**config.mk**
```make
export PLATFORM = sky130hd
export DESIGN_NAME = dqlm_core
export DESIGN_NICKNAME = d
export VERILOG_FILES = /design/src/core/dqlm_pkg.sv /design/src/core/dqlm_core.sv
export SDC_FILE = /design/constraint.sdc
export NUM_CORES = 1
export LEC_CHECK = 0
export BUFFER_PORTS_ARGS = -buffer_cell sky130_fd_sc_hd__buf_2
export CAP_MARGIN = 20
export CORE_MARGIN = 4
export CORE_UTILIZATION = 56
export CTS_BUF_LIST = sky130_fd_sc_hd__clkbuf_8
export CTS_CLUSTER_SIZE = 14
export DETAILED_ROUTE_END_ITERATION = 8
export PLACE_DENSITY = 0.72
export SYNTH_ARGS = -nofsm -noshare
export SYNTH_HDL_FRONTEND = slang
export SYNTH_SLANG_ARGS = --single-unit
export TNS_END_PERCENT = 50
```
**constraint.sdc**
```tcl
create_clock -name mclk -period 5.2 [get_ports mclk]
set_clock_uncertainty 0.1 [all_clocks]
set_input_delay 0.78 -clock mclk [delete_from_list [all_inputs] [get_ports mclk]]
set_output_delay 0.78 -clock mclk [all_outputs]
set_load 0.02 [all_outputs]
```
**src/core/dqlm_pkg.sv**
```systemverilog
package dqlm_pkg;
  // Line figures; the datapath runs one symbol per mclk in a scaled model
  localparam real SYM_RATE_GBAUD = 27.95;
  localparam int unsigned SYM_PPM_TOL = 20;
  localparam real LINE_RATE_KBPS = 111809973.568;
  localparam int unsigned BITS_PER_SYM = 4;
  localparam int unsigned LOGICAL_PER_LANE = 5;
  localparam int unsigned LANE_N = 4;
  localparam int unsigned LANE_SEL_W = 2;
  localparam int unsigned MAP_W = 8;
  localparam int unsigned PHASE_W = 2;
  localparam int unsigned ADDR_W = 8;
  localparam int unsigned DATA_W = 32;
  localparam int unsigned BLOCK_LEN_DEF = 16;
  localparam int unsigned CNT_W_DEF = 32;

  // Register map, byte addresses
  localparam logic [7:0] REG_MAP_REQ = 8'h00;
  localparam logic [7:0] REG_MAP_ACT = 8'h04;
  localparam logic [7:0] REG_IRQ_STAT = 8'h08;
  localparam logic [7:0] REG_IRQ_EN = 8'h0c;
  localparam logic [7:0] REG_IRQ_CLR = 8'h10;
  localparam logic [7:0] REG_BLOCKS = 8'h14;
  localparam logic [7:0] REG_UNCORR = 8'h18;
  localparam logic [7:0] REG_ERR_BITS = 8'h1c;
  localparam logic [7:0] REG_CHK_BITS = 8'h20;
  localparam logic [7:0] REG_LINK = 8'h24;

  // Identity map: optical lane k carries client lane k
  localparam logic [7:0] MAP_RESET = 8'he4;
  localparam logic [2:0] IRQ_EN_RESET = 3'h0;
  localparam int unsigned IRQ_W = 3;
  localparam int unsigned IRQ_UNCORR = 0;
  localparam int unsigned IRQ_SAT = 1;
  localparam int unsigned IRQ_INIT = 2;

  typedef enum logic [0:0]
  {
    DQLM_DOWN = 1'b0,
    DQLM_UP = 1'b1
  } dqlm_link_t;

  // Bit pair to quarter turns: 00 -> 0, 10 -> 1, 11 -> 2, 01 -> 3
  function automatic logic [1:0] dqlmPairToTurn(input logic firstPairBit,
                                                input logic secondPairBit);
    case ({firstPairBit, secondPairBit})
      2'b00: dqlmPairToTurn = 2'h0;
      2'b10: dqlmPairToTurn = 2'h1;
      2'b11: dqlmPairToTurn = 2'h2;
      default: dqlmPairToTurn = 2'h3;
    endcase
  endfunction : dqlmPairToTurn

  // Returns {firstPairBit, secondPairBit}
  function automatic logic [1:0] dqlmTurnToPair(input logic [1:0] turn);
    case (turn)
      2'h0: dqlmTurnToPair = 2'b00;
      2'h1: dqlmTurnToPair = 2'b10;
      2'h2: dqlmTurnToPair = 2'b11;
      default: dqlmTurnToPair = 2'b01;
    endcase
  endfunction : dqlmTurnToPair
endpackage : dqlm_pkg

```
**src/core/dqlm_core.sv**
```systemverilog
// Decided for this implementation: the register offsets and the address-and-strobe port.
`timescale 1ns/1ps
module dqlm_core #(
  parameter int unsigned BLOCK_LEN = dqlm_pkg::BLOCK_LEN_DEF,
  parameter int unsigned CNT_W = dqlm_pkg::CNT_W_DEF
) (
  input wire logic mclk,
  input wire logic reset_n,
  input wire logic linkInit,
  input wire logic linkDrop,
  input wire logic [dqlm_pkg::LANE_N-1:0] txLaneBits,
  input wire logic txValid,
  output logic txReady,
  output logic [dqlm_pkg::PHASE_W-1:0] txPhaseX_r,
  output logic [dqlm_pkg::PHASE_W-1:0] txPhaseY_r,
  output logic txSymValid_r,
  input wire logic [dqlm_pkg::PHASE_W-1:0] rxPhaseX,
  input wire logic [dqlm_pkg::PHASE_W-1:0] rxPhaseY,
  input wire logic rxSymValid,
  output logic [dqlm_pkg::LANE_N-1:0] rxLaneBits_r,
  output logic rxLaneValid_r,
  input wire logic [dqlm_pkg::ADDR_W-1:0] regAddr,
  input wire logic [dqlm_pkg::DATA_W-1:0] regWrData,
  input wire logic regWrite,
  input wire logic regRead,
  output logic [dqlm_pkg::DATA_W-1:0] regRdData_r,
  output logic irq
);
  import dqlm_pkg::*;

  localparam int unsigned SLOT_W = $clog2(BLOCK_LEN);
  localparam logic [SLOT_W-1:0] LAST_SLOT = SLOT_W'(BLOCK_LEN - 1);
  // Data bits checked per block; parity symbol excluded
  localparam logic [CNT_W-1:0] BLK_BITS = CNT_W'((BLOCK_LEN - 1) * LANE_N);
  localparam logic [CNT_W-1:0] CNT_MAX = {CNT_W{1'b1}};

  initial
  begin
    if (BLOCK_LEN < 2 || BLOCK_LEN > 65536 || CNT_W < 8 || CNT_W > DATA_W)
      $error("dqlm_core: unsupported BLOCK_LEN or CNT_W");
  end

  // Optical lane k (0 X in-phase .. 3 Y quadrature) takes client lane sel
  function automatic logic [1:0] laneSel(input logic [7:0] map,
                                         input int unsigned k);
    laneSel = map[2*k +: 2];
  endfunction : laneSel

  function automatic logic mapIsPerm(input logic [7:0] map);
    logic [3:0] seen;
    seen = 4'h0;
    for (int unsigned k = 0; k < LANE_N; k++)
      seen[laneSel(map, k)] = 1'b1;
    mapIsPerm = &seen;
  endfunction : mapIsPerm

  function automatic logic [CNT_W-1:0] satAdd(input logic [CNT_W-1:0] v,
                                              input logic [CNT_W-1:0] a);
    logic [CNT_W:0] s;
    s = {1'b0, v} + {1'b0, a};
    satAdd = s[CNT_W] ? CNT_MAX : s[CNT_W-1:0];
  endfunction : satAdd

  dqlm_link_t linkState_r;
  logic [MAP_W-1:0] mapReq_r;
  logic [MAP_W-1:0] mapAct_r;
  logic [IRQ_W-1:0] irqStat_r;
  logic [IRQ_W-1:0] irqEn_r;
  logic [IRQ_W-1:0] irqEvent;
  logic [SLOT_W-1:0] txSlot_r;
  logic [SLOT_W-1:0] rxSlot_r;
  logic [LANE_N-1:0] txPar_r;
  logic [LANE_N-1:0] rxPar_r;
  logic [PHASE_W-1:0] rxPrevX_r;
  logic [PHASE_W-1:0] rxPrevY_r;
  logic [CNT_W-1:0] blocks_r;
  logic [CNT_W-1:0] uncorr_r;
  logic [CNT_W-1:0] errBits_r;
  logic [CNT_W-1:0] chkBits_r;
  logic linkUp;
  logic txParSlot;
  logic txFire;
  logic [LANE_N-1:0] txClient;
  logic [LANE_N-1:0] txOpt;
  logic [1:0] txTurnX;
  logic [1:0] txTurnY;
  logic rxParSlot;
  logic rxFire;
  logic rxBlkEnd;
  logic [LANE_N-1:0] rxOpt;
  logic [1:0] rxPairX;
  logic [1:0] rxPairY;
  logic [LANE_N-1:0] rxClient;
  logic [LANE_N-1:0] rxMismatch;
  logic [CNT_W-1:0] rxErrN;
  logic satHit;

  assign linkUp = (linkState_r == DQLM_UP);

  // Connection state; a fresh init while up starts a new connection
  always_ff @(posedge mclk or negedge reset_n)
  begin
    if (!reset_n)
      linkState_r <= DQLM_DOWN;
    else
    begin
      case (linkState_r)
        DQLM_DOWN: if (linkInit) linkState_r <= DQLM_UP;
        DQLM_UP: if (linkDrop && !linkInit) linkState_r <= DQLM_DOWN;
        default: linkState_r <= DQLM_DOWN;
      endcase
    end
  end

  // Software may rewrite the request at any time; it only bites at init
  always_ff @(posedge mclk or negedge reset_n)
  begin
    if (!reset_n)
      mapAct_r <= MAP_RESET;
    else if (linkInit)
      mapAct_r <= mapIsPerm(mapReq_r) ? mapReq_r : MAP_RESET;
  end

  // Transmit: one parity symbol closes each block, as the RS column does
  assign txParSlot = (txSlot_r == LAST_SLOT);
  assign txReady = linkUp && !txParSlot;
  assign txFire = linkUp && !linkInit && (txParSlot || txValid);
  assign txClient = txParSlot ? txPar_r : txLaneBits;

  always_comb
  begin
    for (int unsigned k = 0; k < LANE_N; k++)
      txOpt[k] = txClient[laneSel(mapAct_r, k)];
    // Same coding per polarization, each on its own lane pair
    txTurnX = dqlmPairToTurn(txOpt[0], txOpt[1]);
    txTurnY = dqlmPairToTurn(txOpt[2], txOpt[3]);
  end

  always_ff @(posedge mclk or negedge reset_n)
  begin
    if (!reset_n)
    begin
      txPhaseX_r <= 2'h0;
      txPhaseY_r <= 2'h0;
      txSymValid_r <= 1'b0;
    end
    else if (linkInit)
    begin
      txPhaseX_r <= 2'h0;
      txPhaseY_r <= 2'h0;
      txSymValid_r <= 1'b0;
    end
    else
    begin
      txSymValid_r <= txFire;
      if (txFire)
      begin
        txPhaseX_r <= txPhaseX_r + txTurnX;
        txPhaseY_r <= txPhaseY_r + txTurnY;
      end
    end
  end

  // Lane parity stands in for the staircase encoder at this level
  always_ff @(posedge mclk or negedge reset_n)
  begin
    if (!reset_n)
    begin
      txSlot_r <= '0;
      txPar_r <= '0;
    end
    else if (linkInit)
    begin
      txSlot_r <= '0;
      txPar_r <= '0;
    end
    else if (txFire)
    begin
      txSlot_r <= txParSlot ? '0 : txSlot_r + 1'b1;
      txPar_r <= txParSlot ? '0 : (txPar_r ^ txLaneBits);
    end
  end

  // Receive: decode from the step between symbols only
  assign rxFire = linkUp && !linkInit && rxSymValid;
  assign rxParSlot = (rxSlot_r == LAST_SLOT);
  assign rxBlkEnd = rxFire && rxParSlot;

  always_comb
  begin
    rxPairX = dqlmTurnToPair(rxPhaseX - rxPrevX_r);
    rxPairY = dqlmTurnToPair(rxPhaseY - rxPrevY_r);
    // Pair is {first, second}; first bit goes to the in-phase lane
    rxOpt = {rxPairY[0], rxPairY[1], rxPairX[0], rxPairX[1]};
    rxClient = '0;
    for (int unsigned k = 0; k < LANE_N; k++)
      rxClient[laneSel(mapAct_r, k)] = rxOpt[k];
    rxMismatch = rxPar_r ^ rxClient;
    rxErrN = CNT_W'($countones(rxMismatch));
  end

  always_ff @(posedge mclk or negedge reset_n)
  begin
    if (!reset_n)
    begin
      rxPrevX_r <= 2'h0;
      rxPrevY_r <= 2'h0;
    end
    else if (linkInit)
    begin
      rxPrevX_r <= 2'h0;
      rxPrevY_r <= 2'h0;
    end
    else if (rxFire)
    begin
      rxPrevX_r <= rxPhaseX;
      rxPrevY_r <= rxPhaseY;
    end
  end

  always_ff @(posedge mclk or negedge reset_n)
  begin
    if (!reset_n)
    begin
      rxSlot_r <= '0;
      rxPar_r <= '0;
      rxLaneBits_r <= '0;
      rxLaneValid_r <= 1'b0;
    end
    else if (linkInit)
    begin
      rxSlot_r <= '0;
      rxPar_r <= '0;
      rxLaneValid_r <= 1'b0;
    end
    else
    begin
      rxLaneValid_r <= rxFire && !rxParSlot;
      if (rxFire)
      begin
        rxSlot_r <= rxParSlot ? '0 : rxSlot_r + 1'b1;
        rxPar_r <= rxParSlot ? '0 : (rxPar_r ^ rxClient);
        if (!rxParSlot)
          rxLaneBits_r <= rxClient;
      end
    end
  end

  // Parity only detects; a block with any failing lane is uncorrectable
  always_ff @(posedge mclk or negedge reset_n)
  begin
    if (!reset_n)
    begin
      blocks_r <= '0;
      uncorr_r <= '0;
      errBits_r <= '0;
      chkBits_r <= '0;
    end
    else if (linkInit)
    begin
      blocks_r <= '0;
      uncorr_r <= '0;
      errBits_r <= '0;
      chkBits_r <= '0;
    end
    else if (rxBlkEnd)
    begin
      blocks_r <= satAdd(blocks_r, CNT_W'(1));
      if (|rxMismatch)
        uncorr_r <= satAdd(uncorr_r, CNT_W'(1));
      errBits_r <= satAdd(errBits_r, rxErrN);
      chkBits_r <= satAdd(chkBits_r, BLK_BITS);
    end
  end

  assign satHit = rxBlkEnd && (blocks_r == CNT_MAX - 1'b1);
  assign irqEvent = {linkInit, satHit, rxBlkEnd && (|rxMismatch)};

  // A new event beats a clear in the same cycle
  always_ff @(posedge mclk or negedge reset_n)
  begin
    if (!reset_n)
      irqStat_r <= '0;
    else if (regWrite && regAddr == REG_IRQ_CLR)
      irqStat_r <= (irqStat_r & ~regWrData[IRQ_W-1:0]) | irqEvent;
    else
      irqStat_r <= irqStat_r | irqEvent;
  end

  assign irq = |(irqStat_r & irqEn_r);

  always_ff @(posedge mclk or negedge reset_n)
  begin
    if (!reset_n)
    begin
      mapReq_r <= MAP_RESET;
      irqEn_r <= IRQ_EN_RESET;
    end
    else if (regWrite)
    begin
      case (regAddr)
        REG_MAP_REQ: mapReq_r <= regWrData[MAP_W-1:0];
        REG_IRQ_EN: irqEn_r <= regWrData[IRQ_W-1:0];
        default: ;
      endcase
    end
  end

  // Unmapped and write-only addresses read as zero
  always_ff @(posedge mclk or negedge reset_n)
  begin
    if (!reset_n)
      regRdData_r <= '0;
    else if (regRead)
    begin
      case (regAddr)
        REG_MAP_REQ: regRdData_r <= DATA_W'(mapReq_r);
        REG_MAP_ACT: regRdData_r <= DATA_W'(mapAct_r);
        REG_IRQ_STAT: regRdData_r <= DATA_W'(irqStat_r);
        REG_IRQ_EN: regRdData_r <= DATA_W'(irqEn_r);
        REG_BLOCKS: regRdData_r <= DATA_W'(blocks_r);
        REG_UNCORR: regRdData_r <= DATA_W'(uncorr_r);
        REG_ERR_BITS: regRdData_r <= DATA_W'(errBits_r);
        REG_CHK_BITS: regRdData_r <= DATA_W'(chkBits_r);
        REG_LINK: regRdData_r <= DATA_W'(linkUp);
        default: regRdData_r <= '0;
      endcase
    end
    else
      regRdData_r <= '0;
  end

  a_map_fixed_up: assert property (@(posedge mclk) disable iff (!reset_n)
    !linkInit |=> $stable(mapAct_r))
    else $error("lane map changed without link init");

  a_map_taken_init: assert property (@(posedge mclk) disable iff (!reset_n)
    linkInit && mapIsPerm(mapReq_r) |=> mapAct_r == $past(mapReq_r))
    else $error("valid map request not taken at link init");

  a_tx_phase_step: assert property (@(posedge mclk) disable iff (!reset_n)
    txFire |=> txPhaseX_r == 2'($past(txPhaseX_r) + $past(txTurnX))
      && txPhaseY_r == 2'($past(txPhaseY_r) + $past(txTurnY)))
    else $error("transmit phase step wrong");

  a_parity_slot_hold: assert property (@(posedge mclk) disable iff (!reset_n)
    txParSlot |-> !txReady)
    else $error("client accepted during parity slot");

  a_rx_roundtrip: assert property (@(posedge mclk) disable iff (!reset_n)
    rxFire && !rxParSlot && rxPhaseX == rxPrevX_r && rxPhaseY == rxPrevY_r
      |=> rxLaneValid_r && rxLaneBits_r == 4'h0)
    else $error("zero phase step did not decode to zeros");

  a_block_count: assert property (@(posedge mclk) disable iff (!reset_n)
    rxBlkEnd && blocks_r != CNT_MAX |=> blocks_r == $past(blocks_r) + 1'b1)
    else $error("block count did not advance");

  a_uncorr_count: assert property (@(posedge mclk) disable iff (!reset_n)
    rxBlkEnd && (|rxMismatch) && uncorr_r != CNT_MAX
      |=> uncorr_r == $past(uncorr_r) + 1'b1 && irqStat_r[IRQ_UNCORR])
    else $error("uncorrectable block not counted");

  a_ber_checked: assert property (@(posedge mclk) disable iff (!reset_n)
    rxBlkEnd && chkBits_r < CNT_MAX - BLK_BITS
      |=> chkBits_r == $past(chkBits_r) + BLK_BITS && errBits_r <= chkBits_r)
    else $error("checked bit tally wrong");

  a_count_restart: assert property (@(posedge mclk) disable iff (!reset_n)
    linkInit |=> blocks_r == '0 && uncorr_r == '0 && errBits_r == '0
      ##1 blocks_r <= CNT_W'(1))
    else $error("counters not cleared at link init");

  a_count_saturate: assert property (@(posedge mclk) disable iff (!reset_n)
    !linkInit && blocks_r == CNT_MAX |=> blocks_r == CNT_MAX)
    else $error("block counter wrapped");
endmodule : dqlm_core

```
After elaboration in Yosys (flattened, before gate mapping):

Cells that the tools add are included.
W data, S select, Z words.

* register bits: 213
* input bits: 56
* logic and storage cells: 196

* add/subtract/negate cells: 13
* magnitude comparators: 16
* equality and inequality tests: 20
* muxes and demuxes: 74
* bitwise operators: 14
* reduce and logical (&&, ||, !) cells: 38

Operator list (count)
* $mux W32: 14
* $pmux W32 S9: 1
* $add A32 B1 Y33 const B: 2
* $mux W4: 13
* $add A32 B3 Y33: 1
* $add A32 B6 Y33 const B: 1
* $eq A32 B32 Y1 const B: 1
* $eq A8 B5 Y1 const B: 4
* $lt A2 B3 Y1 const B: 8
* $pmux W2 S3: 4
* $logic_and A1 B1 Y1: 18
* $demux W1 S2: 8
* $eq A8 B4 Y1 const B: 2
* $eq A8 B6 Y1 const B: 2
* $ge A2 B1 Y1 const B: 8
* $mux W1: 16
* $mux W2: 8
* $bwmux W4: 3
* $eq A2 B2 Y1 const B: 6
* $or A4 B4 Y4: 3
* $add A4 B1 Y4 const B: 2
* $bmux W1 S2: 4
* $eq A4 B4 Y1 const B: 2
* $eq A8 B3 Y1 const B: 1
* 24 further kinds: 43

Depth between registers and ports, before layout:

Gate-level depths: netlist (run 1).

* word-level depth: 15
* depth in mapped cells: 20

Worst setup path before layout (run 1):

Ideal clock, no wire load.

* kind: input-to-reg
* start point: input port rxPhaseY[0] in the netlist's numbering
* end point: register errBits_r[7]
* library setup time: 0.099 ns
* arrival: 5.021 ns
* data required time: 5.001 ns
* path slack: -0.020 ns
* cell stages on the path: 18
* path buffers: 0
* cell sequence: inv_1 ha_1 xnor2_1 xnor2_1 ha_1 a32o_1 and3_1 or3_1 inv_1 fa_1 fa_1 inv_1 fa_1 nand4_1 or4_1 and2_1 and3_1 a311oi_1

* word-level cells in the longest chain between the ends: 12
* elaborated cells between the ends (all ways): 15
* classes of those cells: 5 x add/sub; 2 x eq/ne; 6 x mux; 1 x bitwise; 1 x reduce/logical

RTL lines
* from (decl): line dqlm_core.sv:18 `input wire logic [dqlm_pkg::PHASE_W-1:0] rxPhaseY,`
* $sub A2 B2 Y2 *: line dqlm_core.sv:192 `rxPairY = dqlmTurnToPair(rxPhaseY - rxPrevY_r);`
* $eq A2 B2 Y1 (tied with other cells): line dqlm_pkg.sv:56 `case (turn)`
* $pmux W2 S3 *: line dqlm_pkg.sv:56
* $bwmux W4: line dqlm_core.sv:197 `rxClient[laneSel(mapAct_r, k)] = rxOpt[k];`
* $bwmux W4 *: line dqlm_core.sv:197
* $xor A4 B4 Y4 *: line dqlm_core.sv:198 `rxMismatch = rxPar_r ^ rxClient;`
* $add A1 B1 Y2 (not written as such): line dqlm_core.sv:199 `rxErrN = CNT_W'($countones(rxMismatch));`
* $add A2 B2 Y3 (not written as such) *: line dqlm_core.sv:199
* $add A32 B3 Y33 *: line dqlm_core.sv:60 `s = {1'b0, v} + {1'b0, a};`
* $mux W32 *: line dqlm_core.sv:61 `satAdd = s[CNT_W] ? CNT_MAX : s[CNT_W-1:0];`
* $mux W32 *: line dqlm_core.sv:266 `else if (rxBlkEnd)`
* $mux W32 *: line dqlm_core.sv:259 `else if (linkInit)`
* to (signal assigned): line dqlm_core.sv:271 `errBits_r <= satAdd(errBits_r, rxErrN);`
* to (decl): line dqlm_core.sv:78 `logic [CNT_W-1:0] errBits_r;`

Every way passes the cells marked *; elsewhere a longest branch is shown, timed or not. The select of a mux whose other input is x is not followed.
A chain may end at the register's enable or synchronous reset.

Worst setup path in the final report (run 1):

* start point: register rxPrevX_r[0]
* end point: register errBits_r[31]

* word-level cells in the longest chain between the ends: 14
* elaborated cells between the ends (all ways): 17
* classes of those cells: 5 x add/sub; 2 x eq/ne; 7 x mux; 2 x bitwise; 1 x reduce/logical

RTL lines
* from (decl): line dqlm_core.sv:74 `logic [PHASE_W-1:0] rxPrevX_r;`
* from (signal assigned): line dqlm_core.sv:216 `rxPrevX_r <= rxPhaseX;`
* $sub A2 B2 Y2 *: line dqlm_core.sv:191 `rxPairX = dqlmTurnToPair(rxPhaseX - rxPrevX_r);`
* $eq A2 B2 Y1 (tied with other cells): line dqlm_pkg.sv:56
* $pmux W2 S3 *: line dqlm_pkg.sv:56
* $and A4 B4 Y4 (no line)
* $bwmux W4 * (3 in a row): line dqlm_core.sv:197
* $xor A4 B4 Y4 *: line dqlm_core.sv:198
* $add A1 B1 Y2 (not written as such): line dqlm_core.sv:199
* $add A2 B2 Y3 (not written as such) *: line dqlm_core.sv:199
* $add A32 B3 Y33 *: line dqlm_core.sv:60
* $mux W32 *: line dqlm_core.sv:61
* $mux W32 *: line dqlm_core.sv:266
* $mux W32 *: line dqlm_core.sv:259

Marks and branches as above.

==> run_results.csv, run 1 <==
group,metric,value,unit
worst_setup_path,critPathArrivalTime,5.14,ns
floorplanning,die-area,0.02321,mm2
layout,stdcell_count,1655,
power_and_ir_drop,power_frac_clock,44.1,%
layout,fin_util,65.16,%
logic_synthesis,avgSynthCellArea,9.160,um2
detailed_routing,vias,10660,
layout,nNetsFinal,1432,
clock_tree,cts-root-buf,"clkbuf_8",
logic_synthesis,synth_cell_types,75,
power_and_ir_drop,p_total,3667,uW
status,status,"finished, final reports clean",
logic_synthesis,synth.ff_latch_count,212,
logic_synthesis,synth_edf_count,0,
clock_tree,cts.sinks,212,
detailed_routing,first_pass_iters,8,
placed_design,place.gp.congestion,0.9034,
floorplanning,design.core.area,0.02036,mm2
run,drv_cap,0,
sta,fmax,208.0,MHz
sta,fin_crit_sh,92.46,%
worst_setup_path,crit_fanout,12,
sta,relSlewSlack,27.82,%
logic_synthesis,mappedNetlistArea,0.01167,mm2
clock_tree,cts_buffer_depth,3,
worst_setup_path,crit_type,"flop to flop",
power_and_ir_drop,power_density,276.3,mW/mm2
clock_tree,clkLatencyLatePin,0.54,ns
worst_setup_path,start_kind,"flop",
floorplanning,initial_utilization,57.31,%
logic_synthesis,synth_top_area_cell,"dfrtp_1",
power_and_ir_drop,p_seq_share,46.4,%
hold_path,hp-class,"primary input to asynchronous set/reset pin",
logic_synthesis,ys.flop_type,"dfrtp_1",
power_and_ir_drop,p_comb_share,9.5,%
power_and_ir_drop,p_leak,0.005668,uW
detailed_routing,wirelength,32800,um
clock_tree,hold_buffers,0,
sta,worstMarginPinSlew,1.083,ns
power_and_ir_drop,p_switching,937.6,uW
global_routing,grt-ovfl-total,0,
sta,period_minus_slack,4.808,ns
sta,final_max_slew_viol_count,0,
sta,worst_slack,0.3922,ns
power_and_ir_drop,p_sw_share,25.57,%
global_routing,grt_pass1_vias,10180,
worst_setup_path,crit_required,5.53,ns
global_routing,grt_start_max_net_pins,119,
clock_tree,cts_made_buffers,38,
layout,diodes,0,
floorplanning,die_h,152.4,um
global_routing,antenna_found_initial,0,
power_and_ir_drop,irDropWorstVdd,0.1762,mV
logic_synthesis,yosysSeqAreaShare,45.55,%
logic_synthesis,yosys_warnings,0,
layout,drive_above_1_share,17.11,%
detailed_routing,antenna_left,0,
placed_design,io_buffer_count,75,
placed_design,place_ws,-0.3060,ns
logic_synthesis,synth.most_common_cell,"dfrtp_1",
sta,rsz0062_at_grt,"false",
logic_synthesis,syn-num-nets,1348,
logic_synthesis,synth.area.top_cells,"dfrtp_1, nand2_1, a21oi_1, nor2_1, o21ai_0",
sta,setup_tns,0,ns
clock_tree,path_clk_slew,0.05,ns
logic_synthesis,synthArstFlopShare,100.0,%
detailed_routing,drc,0,
logic_synthesis,netlist_instances,1274,
power_and_ir_drop,internal_power,2729,uW
floorplanning,num_rows,52,
logic_synthesis,ys_top_cells_by_count,"dfrtp_1, nand2_1, a21oi_1, nor2_1, o21ai_0",
sta,finalSetupViolCount,0,
global_routing,grt.total_usage,27.84,%
clock_tree,cts_htree_levels,2,
detailed_routing,wl_per_cell,19.82,um
floorplanning,ios,100,
clock_tree,cts_tree,"built",
global_routing,grt_pass1_wl,53500,um
placed_design,place_inst,1586,
sta,final_hold_viol_count,0,
logic_synthesis,synth_top_area_share,43.74,%
detailed_routing,vias_per_cell,6.439,
floorplanning,die_x,152.4,um
detailed_routing,drt-initial-drc-count,1110,
placed_design,hpwlAfterDp,22670,um
layout,syn_to_final_growth,13.71,%
worst_setup_path,cp-end-kind,"flop",
-- cell families (layout without fill, tap and decap cells) --
logic type | after synthesis | after routing | share of synthesized area, %
buf+inv | 114 | 225 | 3.763
simple gates | 494 | 494 | 20.86
fa+ha+maj | 18 | 18 | 2.123
xor+xnor | 38 | 38 | 2.916
mux | 43 | 43 | 4.342
compound gates | 355 | 355 | 20.45
flops | 212 | 212 | 45.55
-- routing by layer --
| layer | vias to the layer above | GRT usage, % | routed length, um |
|---|---|---|---|
| met3 | 64 | 4.913 | 3010 |
| met5 | - | 0 | 0 |
| met1 | 5200 | 41.10 | 14470 |
| met4 | 0 | 8.818 | 790 |
| met2 | 460 | 42.15 | 14530 |
| li1 | 4932 | - | - |
-- layout make-up --
class | instances | area [um2]
tap | 270 | 337.8
clock buffer | 54 | 743.2
inverter | 43 | 161.4
clock inverter | 13 | 52.55
sequential | 212 | 5315
timing repair buffer | 115 | 686.9
multi-input combinational | 948 | 5973
fill | 1685 | 7094
-- repair_timing --
action	in CTS	in global routing
buffers inserted	0	1
endpoints found under the setup margin	0	19
resized for setup	0	9
-- final timing paths --
check	startpoint	endpoint	slack, ns	depth (start not counted)
worst min-delay path	reset_n	txPar_r[0]$_DFFE_PN0P_	0.24	1
worst min register to register	chkBits_r[26]$_DFFE_PN0P_	chkBits_r[26]$_DFFE_PN0P_	0.41	1
worst max-delay path	rxPrevX_r[0]$_DFFE_PN0P_	errBits_r[31]$_DFFE_PN0P_	0.39	18
worst max register to register	rxPrevX_r[0]$_DFFE_PN0P_	errBits_r[31]$_DFFE_PN0P_	0.39	18
min in group mclk	linkDrop	linkState_r$_DFF_PN0_	0.32	2
max in group asynchronous	reset_n	chkBits_r[20]$_DFFE_PN0P_	3.54	2
-- flip-flops by register name, summed over array words and instances, names as in the netlist, 3 cells and up --
signal and cells:
blocks_r 32, errBits_r 32, regRdData_r 32, uncorr_r 32, chkBits_r 31, mapAct_r 8, mapReq_r 8, rxLaneBits_r 4
rxPar_r 4, rxSlot_r 4, txPar_r 4, txSlot_r 4, irqEn_r 3, irqStat_r 3
-- power groups by stage --
stage / logic [uW] / clock network, uW / registers, uW
floorplan: 182 / 0 / 1740
global placement: 327 / 0 / 1730
detailed placement: 337 / 0 / 1730
CTS: 338 / 1650 / 1700
global route: 386 / 1720 / 1700
finish: 348 / 1620 / 1700
-- through the flow --
step | hold slack [ns] | area, um2
final | 0.2354 | 13270
after detailed placement | 0.3979 | 12420
after floorplan | 0.3586 | 11670
after global placement | 0.3855 | 12420
after global routing | 0.3162 | 13270
after CTS | 0.2878 | 13220
-- critical path, cell delays in order, from the launching register on --
cell      delay (ns)
dfrtp_1         0.40
ha_1            0.20
xnor2_1         0.13
xnor2_1         0.25
ha_2            0.23
nor2_1          0.07
o32a_1          0.34
a31o_2          0.22
or3_4           0.33
inv_1           0.11
fa_1            0.43
fa_2            0.38
inv_1           0.08
fa_1            0.20
nand4_1         0.13
or4_4           0.46
buf_4           0.19
and4_1          0.20
a211oi_1        0.25
-- layout by cell type (no fill, tap or decap), drive strengths merged, types with 9 or more instances in the layout --
cell and count:
a211oi 23, nand2 149, dfrtp 204, nor3 31, or3 13, o21ai 73
mux2i 18, a311oi 18, clkbuf 55, o22ai 9, xnor2 18, inv 52
mux2 21, o211ai 9, a222oi 30, nand3 65, a22o 12, nor4 11
nor3b 11, ha 15, and4 14, and3 42, xor2 20, a31oi 22
buf 114, nand4 19, nor2 100, and2 10, a21oi 100
No activity file was read; power rests on OpenSTA's default activity.
==> run 2, diff against run 1 <==
Settings changed: ABC_AREA set to 1, PLACE_DENSITY 0.72 to 0.71.
==> run_results.csv, run 2 <==
group,metric,value,unit
status,status,"finished, final reports clean",
logic_synthesis,synth_cell_types,60,
clock_tree,cts_made_buffers,39,
worst_setup_path,cpMaxStageDelayCell,"fa_1",
logic_synthesis,mappedNetlistArea,0.01348,mm2
global_routing,grt_pass1_wl,70030,um
logic_synthesis,avgSynthCellArea,7.323,um2
clock_tree,cts-root-buf,"clkbuf_8",
logic_synthesis,synth.most_common_cell,"nand2_1",
global_routing,grt.total_usage,33.30,%
layout,drive_above_1_share,13.13,%
logic_synthesis,synth_top_area_share,37.87,%
layout,most-common-layout-cells,"nand2_1, inv_1, dfrtp_1",
sta,fin_crit_sh,87.82,%
detailed_routing,first_pass_iters,8,
detailed_routing,drc,0,
layout,nFillCells,2199,
global_routing,antenna_found_initial,0,
layout,fin_util,63.25,%
worst_setup_path,cp-end-kind,"flop",
floorplanning,initial_utilization,57.10,%
power_and_ir_drop,power_density,251.5,mW/mm2
power_and_ir_drop,power_frac_clock,44.4,%
logic_synthesis,netlist_instances,1841,
clock_tree,cts_tree,"built",
detailed_routing,vias_per_cell,5.958,
sta,relSlewSlack,33.04,%
worst_setup_path,crit_required,5.55,ns
worst_setup_path,reg2reg_setup_slack,0.63,ns
detailed_routing,antenna_left,0,
power_and_ir_drop,p_comb_share,9.9,%
clock_tree,post_cts_resized,0,
sta,final_hold_viol_count,0,
global_routing,grt_start_max_net_pins,128,
sta,period_minus_slack,4.566,ns
floorplanning,ios,100,
run,drv_cap,0,
sta,finalSetupViolCount,0,
detailed_routing,drt-initial-drc-count,1407,
sta,setup_tns,0,ns
hold_path,hp-class,"primary input to asynchronous set/reset pin",
worst_setup_path,start_kind,"flop",
power_and_ir_drop,p_sw_share,26.78,%
detailed_routing,vias,13480,
sta,rsz0062_at_grt,"false",
layout,final_common_cell,"nand2_1",
worst_setup_path,cp_slowest_stage_delay,0.48,ns
clock_tree,post_cts.repair.setup_buffers,0,
worst_setup_path,crit_path_cell_trace,"ha_1 -> xnor2_1 -> xor2_1 -> inv_1 -> ha_1 -> inv_1 -> o21ai_0 -> inv_1 -> nand2_1 -> nand3_1 -> nand2_2 -> inv_1 -> fa_1 -> fa_1 -> inv_1 -> fa_1 -> nand2_1 -> nor2_2 -> nand2_2 -> nor4_4 -> nand2_2 -> inv_2 -> o21ai_0 -> o21ai_0",
logic_synthesis,synth_edf_count,0,
floorplanning,design.core.area,0.02361,mm2
clock_tree,clkLatencyLatePin,0.56,ns
logic_synthesis,ys.flop_type,"dfrtp_1",
power_and_ir_drop,p_leak,0.006922,uW
worst_setup_path,cp_common_cell,"inv_1",
layout,final_area,0.01494,mm2
worst_setup_path,reg2reg_from,"rxPrevY_r[0]$_DFFE_PN0P_",
detailed_routing,wl_per_cell,19.56,um
logic_synthesis,yosysSeqAreaShare,39.42,%
global_routing,grt-ovfl-total,0,
global_routing,grt_pass1_vias,12660,
worst_setup_path,worstReg2RegEnd,"errBits_r[15]$_DFFE_PN0P_",
clock_tree,path_clk_slew,0.06,ns
power_and_ir_drop,irDropWorstVdd,0.1702,mV
clock_tree,cts_buffer_depth,3,
clock_tree,cts_htree_levels,2,
logic_synthesis,synth.area.top_cells,"dfrtp_1, nand2_1, nand3_1, inv_1, nor2_1",
logic_synthesis,synth.ff_latch_count,212,
layout,nNetsFinal,1990,
power_and_ir_drop,internal_power,2751,uW
clock_tree,cts.sinks,212,
sta,fmax,219.0,MHz
worst_setup_path,crit_type,"flop to flop",
power_and_ir_drop,p_seq_share,45.6,%
placed_design,place.gp.congestion,0.9938,
placed_design,placed_area,0.01412,mm2
sta,worstMarginPinSlew,1.004,ns
floorplanning,die_h,163.2,um
logic_synthesis,ys_top_cells_by_count,"nand2_1, inv_1, dfrtp_1, nand3_1, nor2_1",
power_and_ir_drop,p_switching,1006,uW
worst_setup_path,critPathArrivalTime,4.92,ns
layout,syn_to_final_growth,10.78,%
sta,final_max_slew_viol_count,0,
placed_design,io_buffer_count,75,
detailed_routing,wirelength,44250,um
logic_synthesis,yosys_warnings,0,
clock_tree,hold_buffers,0,
worst_setup_path,crit_fanout,11,
logic_synthesis,synth_top_area_cell,"dfrtp_1",
floorplanning,die-area,0.02662,mm2
floorplanning,die_x,163.2,um
floorplanning,num_rows,56,
placed_design,hpwlAfterDp,32380,um
logic_synthesis,synthArstFlopShare,100.0,%
logic_synthesis,syn-num-nets,1915,
worst_setup_path,ff2ff_path_depth,24,
run 2: cells by family after synthesis:
family	Yosys count	synth area share, %
buffers and inverters	301	8.872
DFF	212	39.42
AOI/OAI and AO/OA	292	13.76
and+or+nand+nor	969	32.92
adders and majority gates	18	1.838
xor gates and xnor gates	49	3.183
run 2: power groups by stage:
stage,Combinational (uW),Clock (uW),Sequential (uW)
3_5_place_dp,375,0,1740
3_3_place_gp,370,0,1740
5_1_grt,425,1770,1720
2_1_floorplan,227,0,1750
4_1_cts,377,1690,1710
6_report,374,1670,1710
run 2: final cells by class:
| type | instances | area [um2] | share of cell area [%] |
|---|---|---|---|
| antenna | 1 | 2.502 | 0.01675 |
| clock buffer | 53 | 729.5 | 4.884 |
| clock inverter | 14 | 81.33 | 0.5445 |
| inverter | 243 | 912.1 | 6.107 |
| multi-input combinational | 1328 | 6970 | 46.67 |
| sequential | 212 | 5315 | 35.59 |
| tap | 319 | 399.1 | 2.672 |
| timing repair buffer | 92 | 525.5 | 3.518 |
run 2: through the flow:
stage               total power [uW]  std cells  hold slack, ns  setup slack [ns]
CTS                             3778       2261          0.2970            0.6564
global route                    3913       2261          0.3520            0.1856
finish                          3757       2262          0.2364            0.6335
global placement                2111       2194          0.3711            0.2043
detailed placement              2118       2194          0.3863            0.1508
floorplan                       1979       1841          0.3530            0.5629
run 2: worst max-delay path: cells and delay by family (launching register included):
kind,cells,cell delay [ns]
simple gates,8,1.09
fa+ha+maj,5,1.59
compound gates,3,0.40
buf+inv,6,0.57
xor+xnor,2,0.34
flops,1,0.39
run 2: worst max-delay path by stage:
stage	end	from	slack [ns]	cells after the start
after floorplan	errBits_r[24]$_DFFE_PN0P_	rxPhaseY[0]	0.56	26
after global placement	errBits_r[31]$_DFFE_PN0P_	rxPhaseX[0]	0.20	28
after detailed placement	errBits_r[31]$_DFFE_PN0P_	rxPhaseY[0]	0.15	27
after CTS	errBits_r[31]$_DFFE_PN0P_	rxPrevY_r[0]$_DFFE_PN0P_	0.66	25
after global routing	errBits_r[14]$_DFFE_PN0P_	rxPrevX_r[0]$_DFFE_PN0P_	0.19	26
final	errBits_r[15]$_DFFE_PN0P_	rxPrevY_r[0]$_DFFE_PN0P_	0.63	24
run 2: layer usage:
metal  track usage (%)  share of wire (%)
met5                 0                  0
met4             14.18                4.8
met3             5.173                9.0
met2             51.32                 44
met1             47.01                 42
